### config.mk
export PLATFORM = sky130hd
export DESIGN_NAME = instr_decoder
export DESIGN_NICKNAME = d
export VERILOG_FILES = /design/src/decoder_pkg.sv /design/src/phase_if.sv /design/src/instr_decoder.sv /design/src/quarter_div.sv
export SDC_FILE = /design/constraint.sdc
export NUM_CORES = 1
export LEC_CHECK = 0
export ABC_AREA = 1
export BUFFER_PORTS_ARGS = -buffer_cell sky130_fd_sc_hd__buf_2
export CELL_PAD_IN_SITES_DETAIL_PLACEMENT = 0
export CELL_PAD_IN_SITES_GLOBAL_PLACEMENT = 1
export CORE_MARGIN = 1.5
export CORE_UTILIZATION = 39
export DETAILED_ROUTE_END_ITERATION = 10
export MAX_ROUTING_LAYER = met4
export PLACE_DENSITY = 0.82
export SYNTH_ARGS = -nofsm -noshare
export SYNTH_HDL_FRONTEND = slang
export SYNTH_HIERARCHICAL = 1
export SYNTH_SLANG_ARGS = --single-unit
### constraint.sdc
create_clock -name aclk -period 3 [get_ports aclk]
set_clock_uncertainty 0.2 [all_clocks]
set_input_delay 0.75 -clock aclk [delete_from_list [all_inputs] [get_ports aclk]]
set_output_delay 0.75 -clock aclk [all_outputs]
set_load 0.02 [all_outputs]
### src/decoder_pkg.sv
// constants, field layout and register map of the instruction field decoder
package decoder_pkg;
    // instruction word layout
    localparam int WORD_W     = 14;
    localparam int OPC_HI     = 13;
    localparam int OPC_LO     = 8;
    localparam int DEST_POS   = 7;
    localparam int BIT_HI     = 9;
    localparam int BIT_LO     = 7;
    localparam int REG_W      = 7;
    localparam int LIT_W      = 11;
    localparam int LIT8_W     = 8;
    // oscillator periods per instruction cycle
    localparam int PERIODS    = 4;
    // register byte offsets
    localparam logic [7:0] CTRL_OFF   = 8'h00;
    localparam logic [7:0] WORD_OFF   = 8'h04;
    localparam logic [7:0] FIELDS_OFF = 8'h08;
    localparam logic [7:0] CYCLES_OFF = 8'h0c;
    // control fields and reset
    localparam int CTRL_RUN_BIT = 0;
    localparam int CTRL_CLR_BIT = 1;
    localparam logic CTRL_RUN_RST = 1'b1;
    // fixed words that leave through the return path
    localparam logic [13:0] RETURN_WORD = 14'h0008;
    localparam logic [13:0] RETFIE_WORD = 14'h0009;
    // axi responses
    localparam logic [1:0] RESP_OKAY   = 2'b00;
    localparam logic [1:0] RESP_SLVERR = 2'b10;

    typedef enum logic [1:0] {
        GRP_BYTE = 2'b00,
        GRP_BIT  = 2'b01,
        GRP_LIT  = 2'b10
    } group_e;
endpackage

### src/phase_if.sv
// instruction cycle phase signals between divider and decoder
`timescale 1ns/10ps
interface phase_if;
    logic       run;
    logic [1:0] phase;
    logic       cycle_start;
    logic       cycle_end;

    modport div  (input run, output phase, output cycle_start, output cycle_end);
    modport core (output run, input phase, input cycle_start, input cycle_end);
endinterface

### src/instr_decoder.sv
// instruction field decoder with axi4-lite status and control registers
// Functional notes
// - each instruction arrives as one 14-bit word split into an opcode part and operand parts.
// - every instruction falls in exactly one group: byte register, bit register, or literal and control.
// - in the byte group a destination bit of 0 writes the accumulator and 1 writes the addressed register.
// - the register index operand is seven bits wide, covering 0x00 to 0x7f.
// - in the bit group a three-bit position picks the bit of the addressed 8-bit register.
// - in the literal group the constant is eleven bits for jumps and calls, otherwise eight.
// - an instruction takes one cycle, or two when a test is true or the program counter changes, the second a no-op.
// - one instruction cycle is four consecutive core clock periods.
// - don't-care bit positions are ignored whatever their value; generators should fill them with 0.
// - the top two opcode bits pick the group: 00 byte, 01 bit, 10 or 11 literal and control.
`timescale 1ns/10ps
module instr_decoder #(
    parameter int ADDR_W = 8
) (
    // clock and reset
    input  wire logic              aclk,
    input  wire logic              aresetn,
    // axi4-lite slave
    input  wire logic [ADDR_W-1:0] awaddr,
    input  wire logic              awvalid,
    output logic                   awready,
    input  wire logic [31:0]       wdata,
    input  wire logic [3:0]        wstrb,
    input  wire logic              wvalid,
    output logic                   wready,
    output logic [1:0]             bresp,
    output logic                   bvalid,
    input  wire logic              bready,
    input  wire logic [ADDR_W-1:0] araddr,
    input  wire logic              arvalid,
    output logic                   arready,
    output logic [31:0]            rdata,
    output logic [1:0]             rresp,
    output logic                   rvalid,
    input  wire logic              rready,
    // fetch side
    input  wire logic [13:0]       instr_in,
    // datapath feedback, sampled in the last clock of a cycle
    input  wire logic              test_true,
    input  wire logic              pc_written,
    // decoded fields to datapath
    output logic                   cycle_start_o,
    output logic [1:0]             group_o,
    output logic [5:0]             opcode_o,
    output logic [6:0]             reg_idx_o,
    output logic                   wr_acc_o,
    output logic                   wr_file_o,
    output logic [2:0]             bit_pos_o,
    output logic [10:0]            literal_o,
    output logic                   lit_wide_o,
    output logic                   nop_cycle_o
);
    phase_if ph ();

    quarter_div #(.PERIODS(decoder_pkg::PERIODS)) u_div (
        .aclk    (aclk),
        .aresetn (aresetn),
        .ph      (ph)
    );

    logic        run_r;
    logic [13:0] word_r;
    logic [1:0]  group_r;
    logic [5:0]  opcode_r;
    logic [6:0]  reg_idx_r;
    logic        wr_acc_r;
    logic        wr_file_r;
    logic [2:0]  bit_pos_r;
    logic [10:0] literal_r;
    logic        lit_wide_r;
    logic        flush_r;
    logic        flush_pend_r;
    logic        pc_chg_r;
    logic        skip_r;
    logic        start_r;
    logic [31:0] cycles_r;

    assign ph.run = run_r;

    // combinational decode of the incoming word
    logic [1:0]  grp_nxt;
    logic        pc_chg_nxt;
    logic        skip_nxt;
    logic [10:0] lit_nxt;
    always_comb begin
        // only the two top bits choose the group
        case (instr_in[13:12])
            2'b00:   grp_nxt = decoder_pkg::GRP_BYTE;
            2'b01:   grp_nxt = decoder_pkg::GRP_BIT;
            default: grp_nxt = decoder_pkg::GRP_LIT;
        endcase
        // jumps, calls, literal return and the two fixed returns move the pc
        pc_chg_nxt = (instr_in[13:12] == 2'b10)
                   || (instr_in[13:10] == 4'b1101)
                   || (instr_in == decoder_pkg::RETURN_WORD)
                   || (instr_in == decoder_pkg::RETFIE_WORD);
        // decrement or increment with skip (1x11), and both bit tests; plain decrement 0011 must not skip
        skip_nxt = ((instr_in[13:12] == 2'b00) && instr_in[11] && (instr_in[9:8] == 2'b11))
                 || (instr_in[13:11] == 3'b011);
        if (instr_in[13:12] == 2'b10) begin
            lit_nxt = instr_in[10:0];
        end else begin
            lit_nxt = {3'h0, instr_in[7:0]};
        end
    end

    // fields latched once per cycle; a flush cycle presents an empty byte op
    always_ff @(posedge aclk) begin
        if (!aresetn) begin
            word_r     <= 14'h0000;
            group_r    <= decoder_pkg::GRP_BYTE;
            opcode_r   <= 6'h00;
            reg_idx_r  <= 7'h00;
            wr_acc_r   <= 1'b0;
            wr_file_r  <= 1'b0;
            bit_pos_r  <= 3'h0;
            literal_r  <= 11'h000;
            lit_wide_r <= 1'b0;
            flush_r    <= 1'b0;
            pc_chg_r   <= 1'b0;
            skip_r     <= 1'b0;
        end else if (ph.cycle_start) begin
            flush_r <= flush_pend_r;
            if (flush_pend_r) begin
                word_r     <= 14'h0000;
                group_r    <= decoder_pkg::GRP_BYTE;
                opcode_r   <= 6'h00;
                reg_idx_r  <= 7'h00;
                wr_acc_r   <= 1'b0;
                wr_file_r  <= 1'b0;
                bit_pos_r  <= 3'h0;
                literal_r  <= 11'h000;
                lit_wide_r <= 1'b0;
                pc_chg_r   <= 1'b0;
                skip_r     <= 1'b0;
            end else begin
                word_r     <= instr_in;
                group_r    <= grp_nxt;
                opcode_r   <= instr_in[decoder_pkg::OPC_HI:decoder_pkg::OPC_LO];
                reg_idx_r  <= instr_in[decoder_pkg::REG_W-1:0];
                wr_acc_r   <= (grp_nxt == decoder_pkg::GRP_BYTE) && !instr_in[decoder_pkg::DEST_POS];
                wr_file_r  <= (grp_nxt == decoder_pkg::GRP_BYTE) && instr_in[decoder_pkg::DEST_POS];
                bit_pos_r  <= instr_in[decoder_pkg::BIT_HI:decoder_pkg::BIT_LO];
                literal_r  <= lit_nxt;
                lit_wide_r <= (instr_in[13:12] == 2'b10);
                pc_chg_r   <= pc_chg_nxt;
                skip_r     <= skip_nxt;
            end
        end
    end

    // second-cycle decision taken in the last clock of the cycle
    always_ff @(posedge aclk) begin
        if (!aresetn) begin
            flush_pend_r <= 1'b0;
        end else if (ph.cycle_end) begin
            flush_pend_r <= !flush_r && (pc_chg_r || (skip_r && test_true) || pc_written);
        end
    end

    always_ff @(posedge aclk) begin
        if (!aresetn) begin
            start_r <= 1'b0;
        end else begin
            start_r <= ph.cycle_start;
        end
    end

    // axi4-lite write channel
    logic              aw_hold_r;
    logic              w_hold_r;
    logic [ADDR_W-1:0] awaddr_r;
    logic [31:0]       wdata_r;
    logic [3:0]        wstrb_r;
    logic              awready_r;
    logic              wready_r;
    logic              bvalid_r;
    logic [1:0]        bresp_r;
    logic              do_write;
    logic              clr_cnt;
    assign do_write = aw_hold_r && w_hold_r && !bvalid_r;
    assign clr_cnt  = do_write && (awaddr_r == ADDR_W'(decoder_pkg::CTRL_OFF))
                    && wstrb_r[0] && wdata_r[decoder_pkg::CTRL_CLR_BIT];

    always_ff @(posedge aclk) begin
        if (!aresetn) begin
            aw_hold_r <= 1'b0;
            w_hold_r  <= 1'b0;
            awaddr_r  <= '0;
            wdata_r   <= 32'h0000_0000;
            wstrb_r   <= 4'h0;
            awready_r <= 1'b1;
            wready_r  <= 1'b1;
            bvalid_r  <= 1'b0;
            bresp_r   <= decoder_pkg::RESP_OKAY;
        end else begin
            if (awvalid && awready_r) begin
                aw_hold_r <= 1'b1;
                awaddr_r  <= awaddr;
                awready_r <= 1'b0;
            end
            if (wvalid && wready_r) begin
                w_hold_r <= 1'b1;
                wdata_r  <= wdata;
                wstrb_r  <= wstrb;
                wready_r <= 1'b0;
            end
            if (do_write) begin
                aw_hold_r <= 1'b0;
                w_hold_r  <= 1'b0;
                bvalid_r  <= 1'b1;
                bresp_r   <= (awaddr_r == ADDR_W'(decoder_pkg::CTRL_OFF)) ? decoder_pkg::RESP_OKAY
                                                                          : decoder_pkg::RESP_SLVERR;
            end
            if (bvalid_r && bready) begin
                bvalid_r  <= 1'b0;
                awready_r <= 1'b1;
                wready_r  <= 1'b1;
            end
        end
    end

    // run bit gates both cycle starts and cycle ends; the phase counter keeps turning
    always_ff @(posedge aclk) begin
        if (!aresetn) begin
            run_r <= decoder_pkg::CTRL_RUN_RST;
        end else if (do_write && (awaddr_r == ADDR_W'(decoder_pkg::CTRL_OFF)) && wstrb_r[0]) begin
            run_r <= wdata_r[decoder_pkg::CTRL_RUN_BIT];
        end
    end

    // clear wins over count; a count lost on clear is meaningless anyway
    always_ff @(posedge aclk) begin
        if (!aresetn || clr_cnt) begin
            cycles_r <= 32'h0000_0000;
        end else if (ph.cycle_start) begin
            cycles_r <= cycles_r + 32'h0000_0001;
        end
    end

    // axi4-lite read channel
    logic        arready_r;
    logic        rvalid_r;
    logic [31:0] rdata_r;
    logic [1:0]  rresp_r;
    logic [31:0] rd_mux;
    logic        rd_ok;
    always_comb begin
        rd_ok  = 1'b1;
        rd_mux = 32'h0000_0000;
        case (araddr)
            ADDR_W'(decoder_pkg::CTRL_OFF):   rd_mux = {31'h0000_0000, run_r};
            ADDR_W'(decoder_pkg::WORD_OFF):   rd_mux = {18'h00000, word_r};
            ADDR_W'(decoder_pkg::FIELDS_OFF): rd_mux = {5'h00, literal_r, reg_idx_r, bit_pos_r, lit_wide_r,
                                                        wr_file_r, wr_acc_r, flush_r, group_r};
            ADDR_W'(decoder_pkg::CYCLES_OFF): rd_mux = cycles_r;
            default:                          rd_ok  = 1'b0;
        endcase
    end

    always_ff @(posedge aclk) begin
        if (!aresetn) begin
            arready_r <= 1'b1;
            rvalid_r  <= 1'b0;
            rdata_r   <= 32'h0000_0000;
            rresp_r   <= decoder_pkg::RESP_OKAY;
        end else if (arvalid && arready_r) begin
            arready_r <= 1'b0;
            rvalid_r  <= 1'b1;
            rdata_r   <= rd_mux;
            rresp_r   <= rd_ok ? decoder_pkg::RESP_OKAY : decoder_pkg::RESP_SLVERR;
        end else if (rvalid_r && rready) begin
            arready_r <= 1'b1;
            rvalid_r  <= 1'b0;
        end
    end

    assign awready       = awready_r;
    assign wready        = wready_r;
    assign bvalid        = bvalid_r;
    assign bresp         = bresp_r;
    assign arready       = arready_r;
    assign rvalid        = rvalid_r;
    assign rdata         = rdata_r;
    assign rresp         = rresp_r;
    assign cycle_start_o = start_r;
    assign group_o       = group_r;
    assign opcode_o      = opcode_r;
    assign reg_idx_o     = reg_idx_r;
    assign wr_acc_o      = wr_acc_r;
    assign wr_file_o     = wr_file_r;
    assign bit_pos_o     = bit_pos_r;
    assign literal_o     = literal_r;
    assign lit_wide_o    = lit_wide_r;
    assign nop_cycle_o   = flush_r;

    logic take;
    // the release edge itself still resets the fields, so no load is claimed there
    assign take = aresetn && ph.cycle_start && !flush_pend_r;
endmodule

### src/quarter_div.sv
// divides the core clock into four-period instruction cycles
`timescale 1ns/10ps
module quarter_div #(
    parameter int PERIODS = decoder_pkg::PERIODS
) (
    // clock and reset
    input  wire logic aclk,
    input  wire logic aresetn,
    // phase outputs
    phase_if.div      ph
);
    logic [1:0] phase_r;

    // free running so cycle spacing never depends on run
    always_ff @(posedge aclk) begin
        if (!aresetn) begin
            phase_r <= 2'h0;
        end else if (phase_r == 2'(PERIODS - 1)) begin
            phase_r <= 2'h0;
        end else begin
            phase_r <= phase_r + 2'h1;
        end
    end

    assign ph.phase       = phase_r;
    assign ph.cycle_start = ph.run && (phase_r == 2'h0);
    assign ph.cycle_end   = ph.run && (phase_r == 2'(PERIODS - 1));
endmodule

* Word-level counts from Yosys, hierarchy flattened
Index checks and enable logic that the tools add are counted.
Widths: inputs -> output; s select.
** Cells by class
- Bitwise gates (word level) :: 1
- Equality and inequality tests :: 11
- Mux-type cells :: 21
- Reduce and logical (&&, ||, !) cells :: 39
- $add $sub $neg :: 2
** Operators with widths (count)
- $pmux 32 s4 :: 1
- $add 32x1->32 const B :: 1
- $eq 14x4->1 const B :: 2
- $mux 11 :: 2
- $logic_and 1x1->1 :: 18
- $eq 8x4->1 const B :: 2
- $logic_not 8->1 :: 2
- $mux 14 :: 1
- $mux 1 :: 10
- $eq 8x3->1 const B :: 1
- $logic_or 1x1->1 :: 7
- $mux 7 :: 1
- $eq 2x2->1 const B :: 3
- $logic_not 2->1 :: 3
- $mux 2 :: 3
- $mux 6 :: 1
- $reduce_or 2->1 :: 3
- $eq 4x4->1 const B :: 1
- $logic_not 1->1 :: 4
- $pmux 2 s2 :: 1
- $reduce_or 4->1 :: 1
- $eq 3x2->1 const B :: 1
- $mux 3 :: 1
- $add 2x1->2 const B :: 1
- other kinds (3) :: 3
** Word-level totals
- Bits in registers :: 140
- Input bits :: 75
- Logic and storage cells :: 104
- Output and inout port bits :: 75

* Longest topological paths before layout
Gate-level depths: netlist of the first run.
- Word-level depth :: 6
- Mapped depth :: 12
- Depth with buffers taken out :: 12

* Modules after synthesis
The synthesis of the first run kept the hierarchy.
** By module, submodules not included
- instr_decoder :: area an instance 5247.5 µm², cells an instance 747, instances 1
- quarter_div :: area an instance 106.4 µm², cells an instance 15, instances 1

* Worst setup path before layout of the first run
Ideal clock, no wire load.
- Path type :: in2reg
- From :: in araddr[7]
- To :: reg rdata_r[21], in the netlist rdata[21]
- Stages :: 11
- Arrival :: 1.629 ns
- Buffers on the path :: 2
- Path slack :: 1.100 ns
- Library setup time :: 0.070 ns
- Path through :: nor2_1 -> nand2_1 -> inv_2 -> buf_6 -> nand2_4 -> clkinv_2 -> buf_6 -> nand2_2 -> o21ai_1 -> nand2_1 -> a21oi_1
** Between the ends
- Word-level cells in the longest chain between the ends :: 2
- Elaborated cells on any way between the ends :: 5
- Classes of those cells :: eq/ne (3); mux (1); reduce/logical (1)
** Ends and longest elaborated chain
- from (decl) :: RTL line instr_decoder.sv:31 : input wire logic [ADDR_W-1:0] araddr,
- $eq 8x4->1 (tied with other cells) :: RTL line instr_decoder.sv:253 : case (araddr)
- $pmux 32 s4 (*) :: RTL line instr_decoder.sv:253
- to (signal assigned) :: RTL line instr_decoder.sv:272 : rdata_r <= rd_mux;
- to (decl) :: RTL line instr_decoder.sv:246 : logic [31:0] rdata_r;
Every way passes the cells marked *; elsewhere a longest branch is shown, timed or not.
A chain may end at the register's enable or synchronous reset.

* Worst setup path in the final report of the first run
- From :: reg u_div.phase_r[0], in the netlist u_div/ph.phase[0]
- To :: reg cycles_r[8]
** Between the ends
- Word-level cells in the longest chain between the ends :: 2
** Ends and longest elaborated chain
- from (decl) :: RTL line quarter_div.sv:12 : logic [1:0] phase_r;
- from (signal assigned) :: RTL line quarter_div.sv:21 : phase_r <= phase_r + 2'h1;
- $logic_not 2->1 :: RTL line quarter_div.sv:26 : assign ph.cycle_start = ph.run && (phase_r == 2'h0);
- $logic_and 1x1->1 :: RTL line quarter_div.sv:26
- via ph.cycle_start :: RTL line phase_if.sv:6 : logic cycle_start;
- to (signal assigned) :: RTL line instr_decoder.sv:239 : cycles_r <= cycles_r + 32'h0000_0001;
- to (decl) :: RTL line instr_decoder.sv:78 : logic [31:0] cycles_r;
The timed path passes the listed nets, and every way through them passes these cells.

==> flow_summary.json, run 1 <==
{
  "fillCellCount": 1344,
  "layout-drive-gt1-share_pct": 20.8,
  "sequential_cell_area_in_the_final_layout_sq_um": 2280,
  "placed_cell_area_sq_um": 5950,
  "die_y_um": 120,
  "setup_repair_after_global_routing_missed_its_margin": "no",
  "postLayoutCoreUtil_pct": 49.1,
  "p_leak_nw": 2.83,
  "timing.critical_path.to_type": "flop",
  "worst_hold_slack_across_all_endpoints_ns": 0.256,
  "grt_pass1_vias": 4655,
  "timing.critical_path.slowest_stage_cell": "dfxtp_1",
  "num_rows": 42,
  "min_period_over_period_pct": 71.6,
  "critical_path.reg2reg.endpoint": "cycles_r[8]$_SDFFE_PP0P_",
  "final_common_cell": "nand2_1",
  "worstSetupPathDepth": 11,
  "syn-mean-instance-area_sq_um": 7.03,
  "ctsHoldBuffers": 0,
  "cts-htree-levels": 4,
  "vias_per_cell": 4.91,
  "drt_iter0_markers": 318,
  "power_frac_comb_pct": 10.5,
  "synthArstFlopShare_pct": 0,
  "tritoncts_num_sinks": 114,
  "critical_path.startpoint_type": "flop",
  "cpPeakStageDelay_ns": 0.33,
  "io-pin-count": 150,
  "maxSlewViolCount": 0,
  "grt_start_max_net_pins": 56,
  "cap_violations": 0,
  "routedWlPerCell_um": 14.0,
  "yosys_warnings": 6,
  "final-instance-count-excl-fill": 1050,
  "die_area_sq_um": 14400,
  "post_synthesis_sequential_area_ratio_pct": 42.6,
  "firstDrtPassIters": 6,
  "worst_setup_path_category": "reg -> reg",
  "postCtsSetupBuffers": 0,
  "cts.repair.resized": 0,
  "post-dp-hpwl_um": 11000,
  "clk-insertion-delay-late_ns": 0.42,
  "tritoncts_clock_tree": "done",
  "final_cell_mix": "216 x nand2_1, 114 x dfxtp_1, 114 x buf_2",
  "synth-main-ff-cell": "dfxtp_1",
  "via_count": 5151,
  "area_share_of_the_largest_cell_type_after_synthesis_pct": 42.6,
  "worst_slew_margin_rel_pct": 60.9,
  "crit_path_max_delay_family": "simple AND/OR/NAND/NOR gates",
  "clk_path_buf_depth": 2,
  "area.growth.synth_to_final_pct": 22.0,
  "run_status": "finished, final reports clean",
  "setup_tns_ns": 0,
  "yosysTopAreaCell": "dfxtp_1",
  "postLayoutCellArea_sq_um": 6530,
  "final_hold_viol_count": 0,
  "grt_antenna_before_repair": 0,
  "timing.final.setup_violations": 0,
  "switching_part_of_the_total_power_pct": 25.8,
  "antenna-diode-count": 0,
  "critical_path_required_ns": 3.10,
  "synth_cell_type_count": 39,
  "grt_first_pass_wirelength_um": 23400,
  "total_routed_wirelength_um": 14700,
  "reg2reg_from": "u_div/ph.phase[0]$_SDFF_PP0_",
  "timing.reg2reg.setup_slack_ns": 0.85,
  "mappedNetlistArea_sq_um": 5350,
  "power_switching_mw": 1.04,
  "clock_power_share_pct": 48.6,
  "max_clock_freq_mhz": 465,
  "initial_utilization_pct": 40.3,
  "clock_buffer_count_from_cts": 17,
  "global_route.overflow_total": 0,
  "cp-endpoint": "cycles_r[8]$_SDFFE_PP0P_",
  "nNetsFinal": 940,
  "timing.critical_path.fanout_max": 8,
  "powerDensity_nw_per_um2": 619,
  "period_minus_slack_ns": 2.15,
  "crit_start": "u_div/ph.phase[0]$_SDFF_PP0_",
  "syn-instance-count": 762,
  "core_area_sq_um": 13300,
  "port_buffers": 114,
  "r2r_cells": 11,
  "p_seq_share_pct": 40.9,
  "synth_edf_count": 0,
  "cp.arrival_ns": 2.24,
  "peakVddDrop_mv": 0.322,
  "floorplan.die.width_um": 120,
  "cts.clk_slew.worst_paths_ns": 0.05,
  "min-delay-path-class": "reg -> reg",
  "place.gp.congestion": 0.929,
  "drt.antenna.violating_nets": 0,
  "internal_power_mw": 3.00,
  "synthesized_flop_and_latch_total": 114,
  "synth_top_cells_by_area": "dfxtp_1 43%, nand2_1 15%, a21oi_1 7.2%",
  "ctsRootBufferMaster": "clkbuf_16",
  "grtUsageTotal_pct": 21.6,
  "multi_input_comb_area_sq_um": 2550,
  "worst-path-buf-inv": 3,
  "critical_path.cell_chain": "inv_1, ha_1, nand2_1, inv_1, buf_4, nand2_1, nor2_1, nand2_1, nor2_1, xnor2_1, nor2_1",
  "worstMarginPinSlew_ns": 0.587,
  "drt_drc_violations_left": 0,
  "placed_cells": 1019
}
## state kept, by name (all words and copies together) (netlist names), 2 cells and up
name,count
cycles_r,32
rdata,32
word_r,14
awaddr_r,8
literal_o,3
group_o,2
u_div/ph.phase,2
wdata_r,2
## logic make-up (layout without fill, tap and decap cells)
logic type	after synthesis	in the layout	share of synthesized area [%]
AND/OR/NAND/NOR	395	395	32.2
AO/OA/AOI/OAI	119	119	11.7
flip-flops	114	114	42.6
buffers and inverters	112	223	9.75
XOR/XNOR	18	18	2.94
adder cells (fa/ha/maj)	3	3	0.701
other	1	2	0.0700
## worst reg2reg max path, cell delays in order (launching register included)
cell and delay [ns]:
dfxtp_1 0.33, inv_1 0.07, ha_1 0.16, nand2_1 0.06, inv_1 0.21, buf_4 0.22, nand2_1 0.08, nor2_1 0.20
nand2_1 0.16, nor2_1 0.14, xnor2_1 0.13, nor2_1 0.06
## cells in the mapped netlist (4+ instances only)
cell	instances
a21oi_1	77
o21ai_2	4
buf_2	9
xor2_1	12
clkbuf_1	11
nor2_4	5
nand3_1	57
o21ai_1	5
nor2_2	5
buf_4	14
inv_1	67
nand2_2	5
o21ai_0	27
nand4_1	11
dfxtp_1	114
nor2_1	80
nand2_1	216
xnor2_1	6
## layer usage
metal | global-route usage, % | up-vias | routed length, um
li1 | - | 2643 | -
met1 | 28.3 | 2369 | 7100
met2 | 32.5 | 122 | 6750
met3 | 4.28 | 17 | 657
met4 | 8.85 | 0 | 229
met5 | - | - | 0
## per-stage QoR
stage	worst slack, ns	total power [mW]
3_3_place_gp	0.560	2.10
2_1_floorplan	1.10	1.97
5_1_grt	0.684	4.20
4_1_cts	0.896	4.07
6_report	0.851	4.04
3_5_place_dp	0.516	2.11
## how the worst min path moves through the flow
| stage | start | endpoint | depth (start not counted) |
|---|---|---|---|
| after detailed placement | u_div/ph.phase[0]$_SDFF_PP0_ | u_div/ph.phase[0]$_SDFF_PP0_ | 1 |
| after global routing | rdata[4]$_SDFFE_PN0P_ | rdata[4]$_SDFFE_PN0P_ | 2 |
| final | awaddr_r[1]$_SDFFE_PN0P_ | awaddr_r[1]$_SDFFE_PN0P_ | 2 |
| after global placement | u_div/ph.phase[0]$_SDFF_PP0_ | u_div/ph.phase[0]$_SDFF_PP0_ | 1 |
| after floorplan | u_div/ph.phase[0]$_SDFF_PP0_ | u_div/ph.phase[0]$_SDFF_PP0_ | 1 |
| after CTS | u_div/ph.phase[0]$_SDFF_PP0_ | u_div/ph.phase[0]$_SDFF_PP0_ | 1 |
## cell type report
class	count	area share (%)
clock buffers	22	7.26
inverters	71	4.14
multi-input cells	537	39.1
clock inverters	9	1.63
flip-flops and latches	114	34.9
well taps	176	3.37
repair buffers	121	9.54
## power groups by stage
stage	Sequential, mW	Clock [mW]	Combinational (mW)
2_1_floorplan	1.71	0	0.253
3_3_place_gp	1.68	0	0.416
3_5_place_dp	1.68	0	0.424
4_1_cts	1.65	1.99	0.425
5_1_grt	1.66	2.07	0.467
6_report	1.65	1.96	0.425
No activity file was read; power rests on OpenSTA's default activity.
==> inputs of run 2 (changes only) <==
--- a/config.mk
+++ b/config.mk
@@ -10,10 +10,10 @@
 export CELL_PAD_IN_SITES_DETAIL_PLACEMENT = 0
 export CELL_PAD_IN_SITES_GLOBAL_PLACEMENT = 1
 export CORE_MARGIN = 1.5
-export CORE_UTILIZATION = 39
+export CORE_UTILIZATION = 37
 export DETAILED_ROUTE_END_ITERATION = 10
 export MAX_ROUTING_LAYER = met4
-export PLACE_DENSITY = 0.82
+export PLACE_DENSITY = 0.79
 export SYNTH_ARGS = -nofsm -noshare
 export SYNTH_HDL_FRONTEND = slang
 export SYNTH_HIERARCHICAL = 1
==> constraint.sdc (replaced) <==
create_clock -name aclk -period 2 [get_ports aclk]
set_clock_uncertainty 0.2 [all_clocks]
set_input_delay 0.5 -clock aclk [delete_from_list [all_inputs] [get_ports aclk]]
set_output_delay 0.5 -clock aclk [all_outputs]
set_load 0.02 [all_outputs]
==> flow_summary.json, run 2 (same netlist as run 1, synthesis figures left out) <==
{
  "die_area_sq_um": 15200,
  "timing.critical_path.to_type": "output port",
  "critical_path.reg2reg.endpoint": "cycles_r[24]$_SDFFE_PP0P_",
  "port_buffers": 114,
  "max_clock_freq_mhz": 541,
  "clk_path_buf_depth": 2,
  "maxSlewViolCount": 0,
  "nNetsFinal": 962,
  "min_delay_path_depth": 3,
  "clk-insertion-delay-late_ns": 0.42,
  "worst_setup_path_category": "reg -> out",
  "place.gp.congestion": 0.851,
  "fin_ws_ns": 0.151,
  "setup_repair_after_global_routing_missed_its_margin": "no",
  "hold-path-endpoint": "wready$_SDFFE_PP1P_",
  "critical_path.cell_chain": "buf_2",
  "drt_drc_violations_left": 0,
  "vias_per_cell": 4.76,
  "setup_tns_ns": 0,
  "antenna-diode-count": 0,
  "total_routed_wirelength_um": 15000,
  "tritoncts_clock_tree": "done",
  "timing.final.setup_violations": 0,
  "reg2reg_from": "u_div/ph.phase[0]$_SDFF_PP0_",
  "die_y_um": 123,
  "floorplan.die.width_um": 123,
  "layout-drive-gt1-share_pct": 23.0,
  "period_minus_slack_ns": 1.85,
  "cts.clk_slew.worst_paths_ns": 0.05,
  "grt_pass1_vias": 4755,
  "grt_antenna_before_repair": 0,
  "run_status": "finished, final reports clean",
  "r2r_cells": 11,
  "ctsRootBufferMaster": "clkbuf_16",
  "crit_path_max_delay_family": "flip-flops",
  "worst_hold_startpoint": "bready",
  "report.power.total_mw": 6.34,
  "global_route.overflow_total": 0,
  "grtUsageTotal_pct": 21.4,
  "critical_path.startpoint_type": "flop",
  "final_hold_viol_count": 0,
  "timing.critical_path.slowest_stage_cell": "dfxtp_1",
  "clock_buffer_count_from_cts": 17,
  "area.growth.synth_to_final_pct": 26.8,
  "p_leak_nw": 2.97,
  "io-pin-count": 150,
  "worst-path-buf-inv": 1,
  "core_area_sq_um": 14000,
  "postLayoutCellArea_sq_um": 6790,
  "worstSetupPathDepth": 1,
  "routedWlPerCell_um": 14.0,
  "cp.arrival_ns": 1.15,
  "powerDensity_nw_per_um2": 934,
  "final_common_cell": "nand2_1",
  "peakVddDrop_mv": 0.573,
  "firstDrtPassIters": 5,
  "cpPeakStageDelay_ns": 0.50,
  "placement.setup.worst_slack_ns": 0.0833,
  "critical_path_required_ns": 1.30,
  "min_period_over_period_pct": 92.5,
  "num_rows": 43,
  "cap_violations": 0,
  "placed_cells": 1045,
  "via_count": 5119,
  "postLayoutCoreUtil_pct": 48.5,
  "postCtsSetupBuffers": 0,
  "drt_iter0_markers": 323,
  "timing.critical_path.fanout_max": 5,
  "grt_start_max_net_pins": 41,
  "worst_hold_slack_across_all_endpoints_ns": 0.138,
  "initial_utilization_pct": 38.3,
  "tritoncts_num_sinks": 114,
  "final_cell_mix": "216 x nand2_1, 114 x dfxtp_1, 114 x buf_2",
  "drt.antenna.violating_nets": 0,
  "timing.reg2reg.setup_slack_ns": 0.19,
  "ctsHoldBuffers": 0,
  "post-dp-hpwl_um": 11400,
  "grt_first_pass_wirelength_um": 24000,
  "placed_cell_area_sq_um": 6160,
  "final-instance-count-excl-fill": 1075,
  "cts-htree-levels": 4,
  "min-delay-path-class": "in -> reg"
}
==> run 2: cell type report <==
type / instances / area, sq um
Clock buffer: 21 / 460
Fill cell: 1451 / 7200
Inverter: 71 / 270
Sequential cell: 114 / 2280
Tap cell: 180 / 225
Timing Repair Buffer: 143 / 826
Clock inverter: 9 / 156
Multi-Input combinational cell: 537 / 2570
==> run 2: worst max-delay path by stage <==
stage / end / slack, ns / from
2_1_floorplan: cycles_r[15]$_SDFFE_PP0P_ / 0.34 / u_div/ph.phase[0]$_SDFF_PP0_
3_3_place_gp: cycles_r[24]$_SDFFE_PP0P_ / 0.10 / u_div/ph.phase[0]$_SDFF_PP0_
3_5_place_dp: cycles_r[21]$_SDFFE_PP0P_ / 0.08 / u_div/ph.phase[0]$_SDFF_PP0_
4_1_cts: cycles_r[21]$_SDFFE_PP0P_ / 0.07 / u_div/ph.phase[0]$_SDFF_PP0_
5_1_grt: cycles_r[24]$_SDFFE_PP0P_ / 0.02 / u_div/ph.phase[0]$_SDFF_PP0_
6_report: reg_idx_o[6] / 0.15 / word_r[6]$_SDFFE_PN0P_
==> run 2: where the power goes <==
group | total (mW) | leakage [nW] | internal, mW | switching (mW)
clock | 3.17 | 0.291 | 2.13 | 1.04
sequential | 2.47 | 0.929 | 2.38 | 0.0886
combinational | 0.697 | 1.75 | 0.236 | 0.461
==> run 2: repair_timing <==
item	4_1_cts	5_1_grt
resized for setup	0	5
hold endpoints to repair	0	0
setup endpoints to repair	0	16
==> run 2: layer usage <==
metal / routed length, um / vias to the layer above / GRT usage [%]
met5: 0 / - / -
met4: 278 / 0 / 7.69
met3: 672 / 21 / 5.17
met2: 6670 / 107 / 32.6
met1: 7390 / 2323 / 27.7
li1: - / 2668 / -
==> inputs of run 3 (changes only) <==
--- a/config.mk
+++ b/config.mk
@@ -12,8 +12,8 @@
 export CORE_MARGIN = 1.5
 export CORE_UTILIZATION = 37
 export DETAILED_ROUTE_END_ITERATION = 10
-export MAX_ROUTING_LAYER = met4
-export PLACE_DENSITY = 0.79
+export GPL_ROUTABILITY_DRIVEN = 0
+export PLACE_DENSITY_LB_ADDON = 0.1
 export SYNTH_ARGS = -nofsm -noshare
 export SYNTH_HDL_FRONTEND = slang
 export SYNTH_HIERARCHICAL = 1
==> flow_summary.json, run 3 (same netlist as run 1, synthesis figures left out) <==
{
  "ctsHoldBuffers": 0,
  "clk-insertion-delay-late_ns": 0.41,
  "peakVddDrop_mv": 0.542,
  "timing.reg2reg.setup_slack_ns": 0.18,
  "critical_path_required_ns": 2.09,
  "tritoncts_num_sinks": 114,
  "clk_path_buf_depth": 2,
  "grtUsageTotal_pct": 21.6,
  "timing.final.setup_violations": 0,
  "clock_buffer_count_from_cts": 17,
  "run_status": "finished, final reports clean",
  "ctsRootBufferMaster": "clkbuf_16",
  "final_hold_viol_count": 0,
  "global_route.overflow_total": 0,
  "layout-drive-gt1-share_pct": 23.4,
  "max_clock_freq_mhz": 550,
  "cts-htree-levels": 4,
  "final_cell_mix": "216 x nand2_1, 114 x buf_2, 112 x dfxtp_1",
  "grt_start_max_net_pins": 55,
  "grt_antenna_before_repair": 0,
  "grt_pass1_vias": 4909,
  "final_common_cell": "nand2_1",
  "die_area_sq_um": 15200,
  "post-dp-hpwl_um": 11900,
  "drt.antenna.violating_nets": 0,
  "drt_iter0_markers": 416,
  "postCtsSetupBuffers": 0,
  "port_buffers": 114,
  "core_area_sq_um": 14000,
  "drt_drc_violations_left": 0,
  "worst_hold_slack_across_all_endpoints_ns": 0.146,
  "firstDrtPassIters": 5,
  "critical_path.startpoint_type": "flop",
  "area.growth.synth_to_final_pct": 26.9,
  "timing.critical_path.slowest_stage_cell": "dfxtp_2",
  "via_count": 5182,
  "fin_ws_ns": 0.181,
  "worst-path-buf-inv": 2,
  "period_minus_slack_ns": 1.82,
  "min_period_over_period_pct": 91.0,
  "p_leak_nw": 2.97,
  "report.power.total_mw": 6.32,
  "powerDensity_nw_per_um2": 930,
  "grt_first_pass_wirelength_um": 25000,
  "nNetsFinal": 961,
  "num_rows": 43,
  "tritoncts_clock_tree": "done",
  "antenna-diode-count": 0,
  "initial_utilization_pct": 38.3,
  "routedWlPerCell_um": 14.7,
  "fillCellCount": 1454,
  "cpPeakStageDelay_ns": 0.40,
  "total_routed_wirelength_um": 15800,
  "setup_tns_ns": 0,
  "min-delay-path-class": "in -> reg",
  "io-pin-count": 150,
  "cts.clk_slew.worst_paths_ns": 0.05,
  "maxSlewViolCount": 0,
  "vias_per_cell": 4.82,
  "die_y_um": 123,
  "critical_path.cell_chain": "ha_1, inv_1, nor2_1, nand2_1, inv_1, nand2_1, nor2_2, xor2_1, nor2_1",
  "placement.setup.worst_slack_ns": 0.0886,
  "crit_path_max_delay_family": "simple AND/OR/NAND/NOR gates",
  "cp.arrival_ns": 1.91,
  "worst_setup_path_category": "reg -> reg",
  "timing.critical_path.fanout_max": 5,
  "setup_repair_after_global_routing_missed_its_margin": "no",
  "cap_violations": 0,
  "timing.critical_path.to_type": "flop",
  "floorplan.die.width_um": 123
}
run 3: cell count changes in the layout (fill, tap and decap cells not counted), sizes merged:
| cell | previous run | this run |
|---|---|---|
| clkbuf | 21 | 23 |
| bufinv | 4 | 3 |
| clkinv | 3 | 4 |
| buf | 143 | 142 |
run 3: path summary, 6_finish.rpt:
kind / from / end / cells past startpoint
worst min register to register: awaddr_r[1]$_SDFFE_PN0P_ / awaddr_r[1]$_SDFFE_PN0P_ / 2
worst max register to register: cycles_r[0]$_SDFFE_PP0P_ / cycles_r[22]$_SDFFE_PP0P_ / 9
worst max-delay path: cycles_r[0]$_SDFFE_PP0P_ / cycles_r[22]$_SDFFE_PP0P_ / 9
worst min-delay path: bready / awready$_SDFFE_PP1P_ / 3
run 3: through the flow:
step	util (%)	area (sq um)	std cells
floorplan	-	5360	763
global placement	44.1	6160	1044
detailed placement	44.1	6160	1044
CTS	48.5	6780	1076
global route	48.6	6800	1076
finish	48.6	6800	1076
run 3: worst min-delay path: stages:
cell	delay, ns
buf_2	0.07
a21oi_1	0.09
nand2_1	0.06
run 3: report_power, final:
group,leakage (nW),internal (mW),switching (mW)
Clock,0.295,2.08,1.05
Sequential,0.930,2.38,0.105
Combinational,1.75,0.251,0.449
run 3: what timing repair did:
action | in CTS | in global routing
hold endpoints to repair | 0 | 0
endpoints found under the setup margin | 0 | 7
gates resized for setup | 0 | 7
run 3: cell type report:
type                       count  area [sq um]  area share [%]
clock buffer                  23           488            7.18
clock inverter                 9           128            1.88
inverter                      71           270            3.98
multi-input combinational    537          2570            37.8
sequential                   114          2280            33.6
tap                          180           225            3.31
timing repair buffer         142           831            12.2
run 3: per-layer routing:
metal,part of all wire [%],track usage [%],vias up,wire [um]
met5,0,0,-,0
met4,0.38,4.53,0,60
met3,5.3,5.12,4,836
met2,44,33.4,104,6940
met1,50,30.6,2403,7930
li1,-,-,2671,-
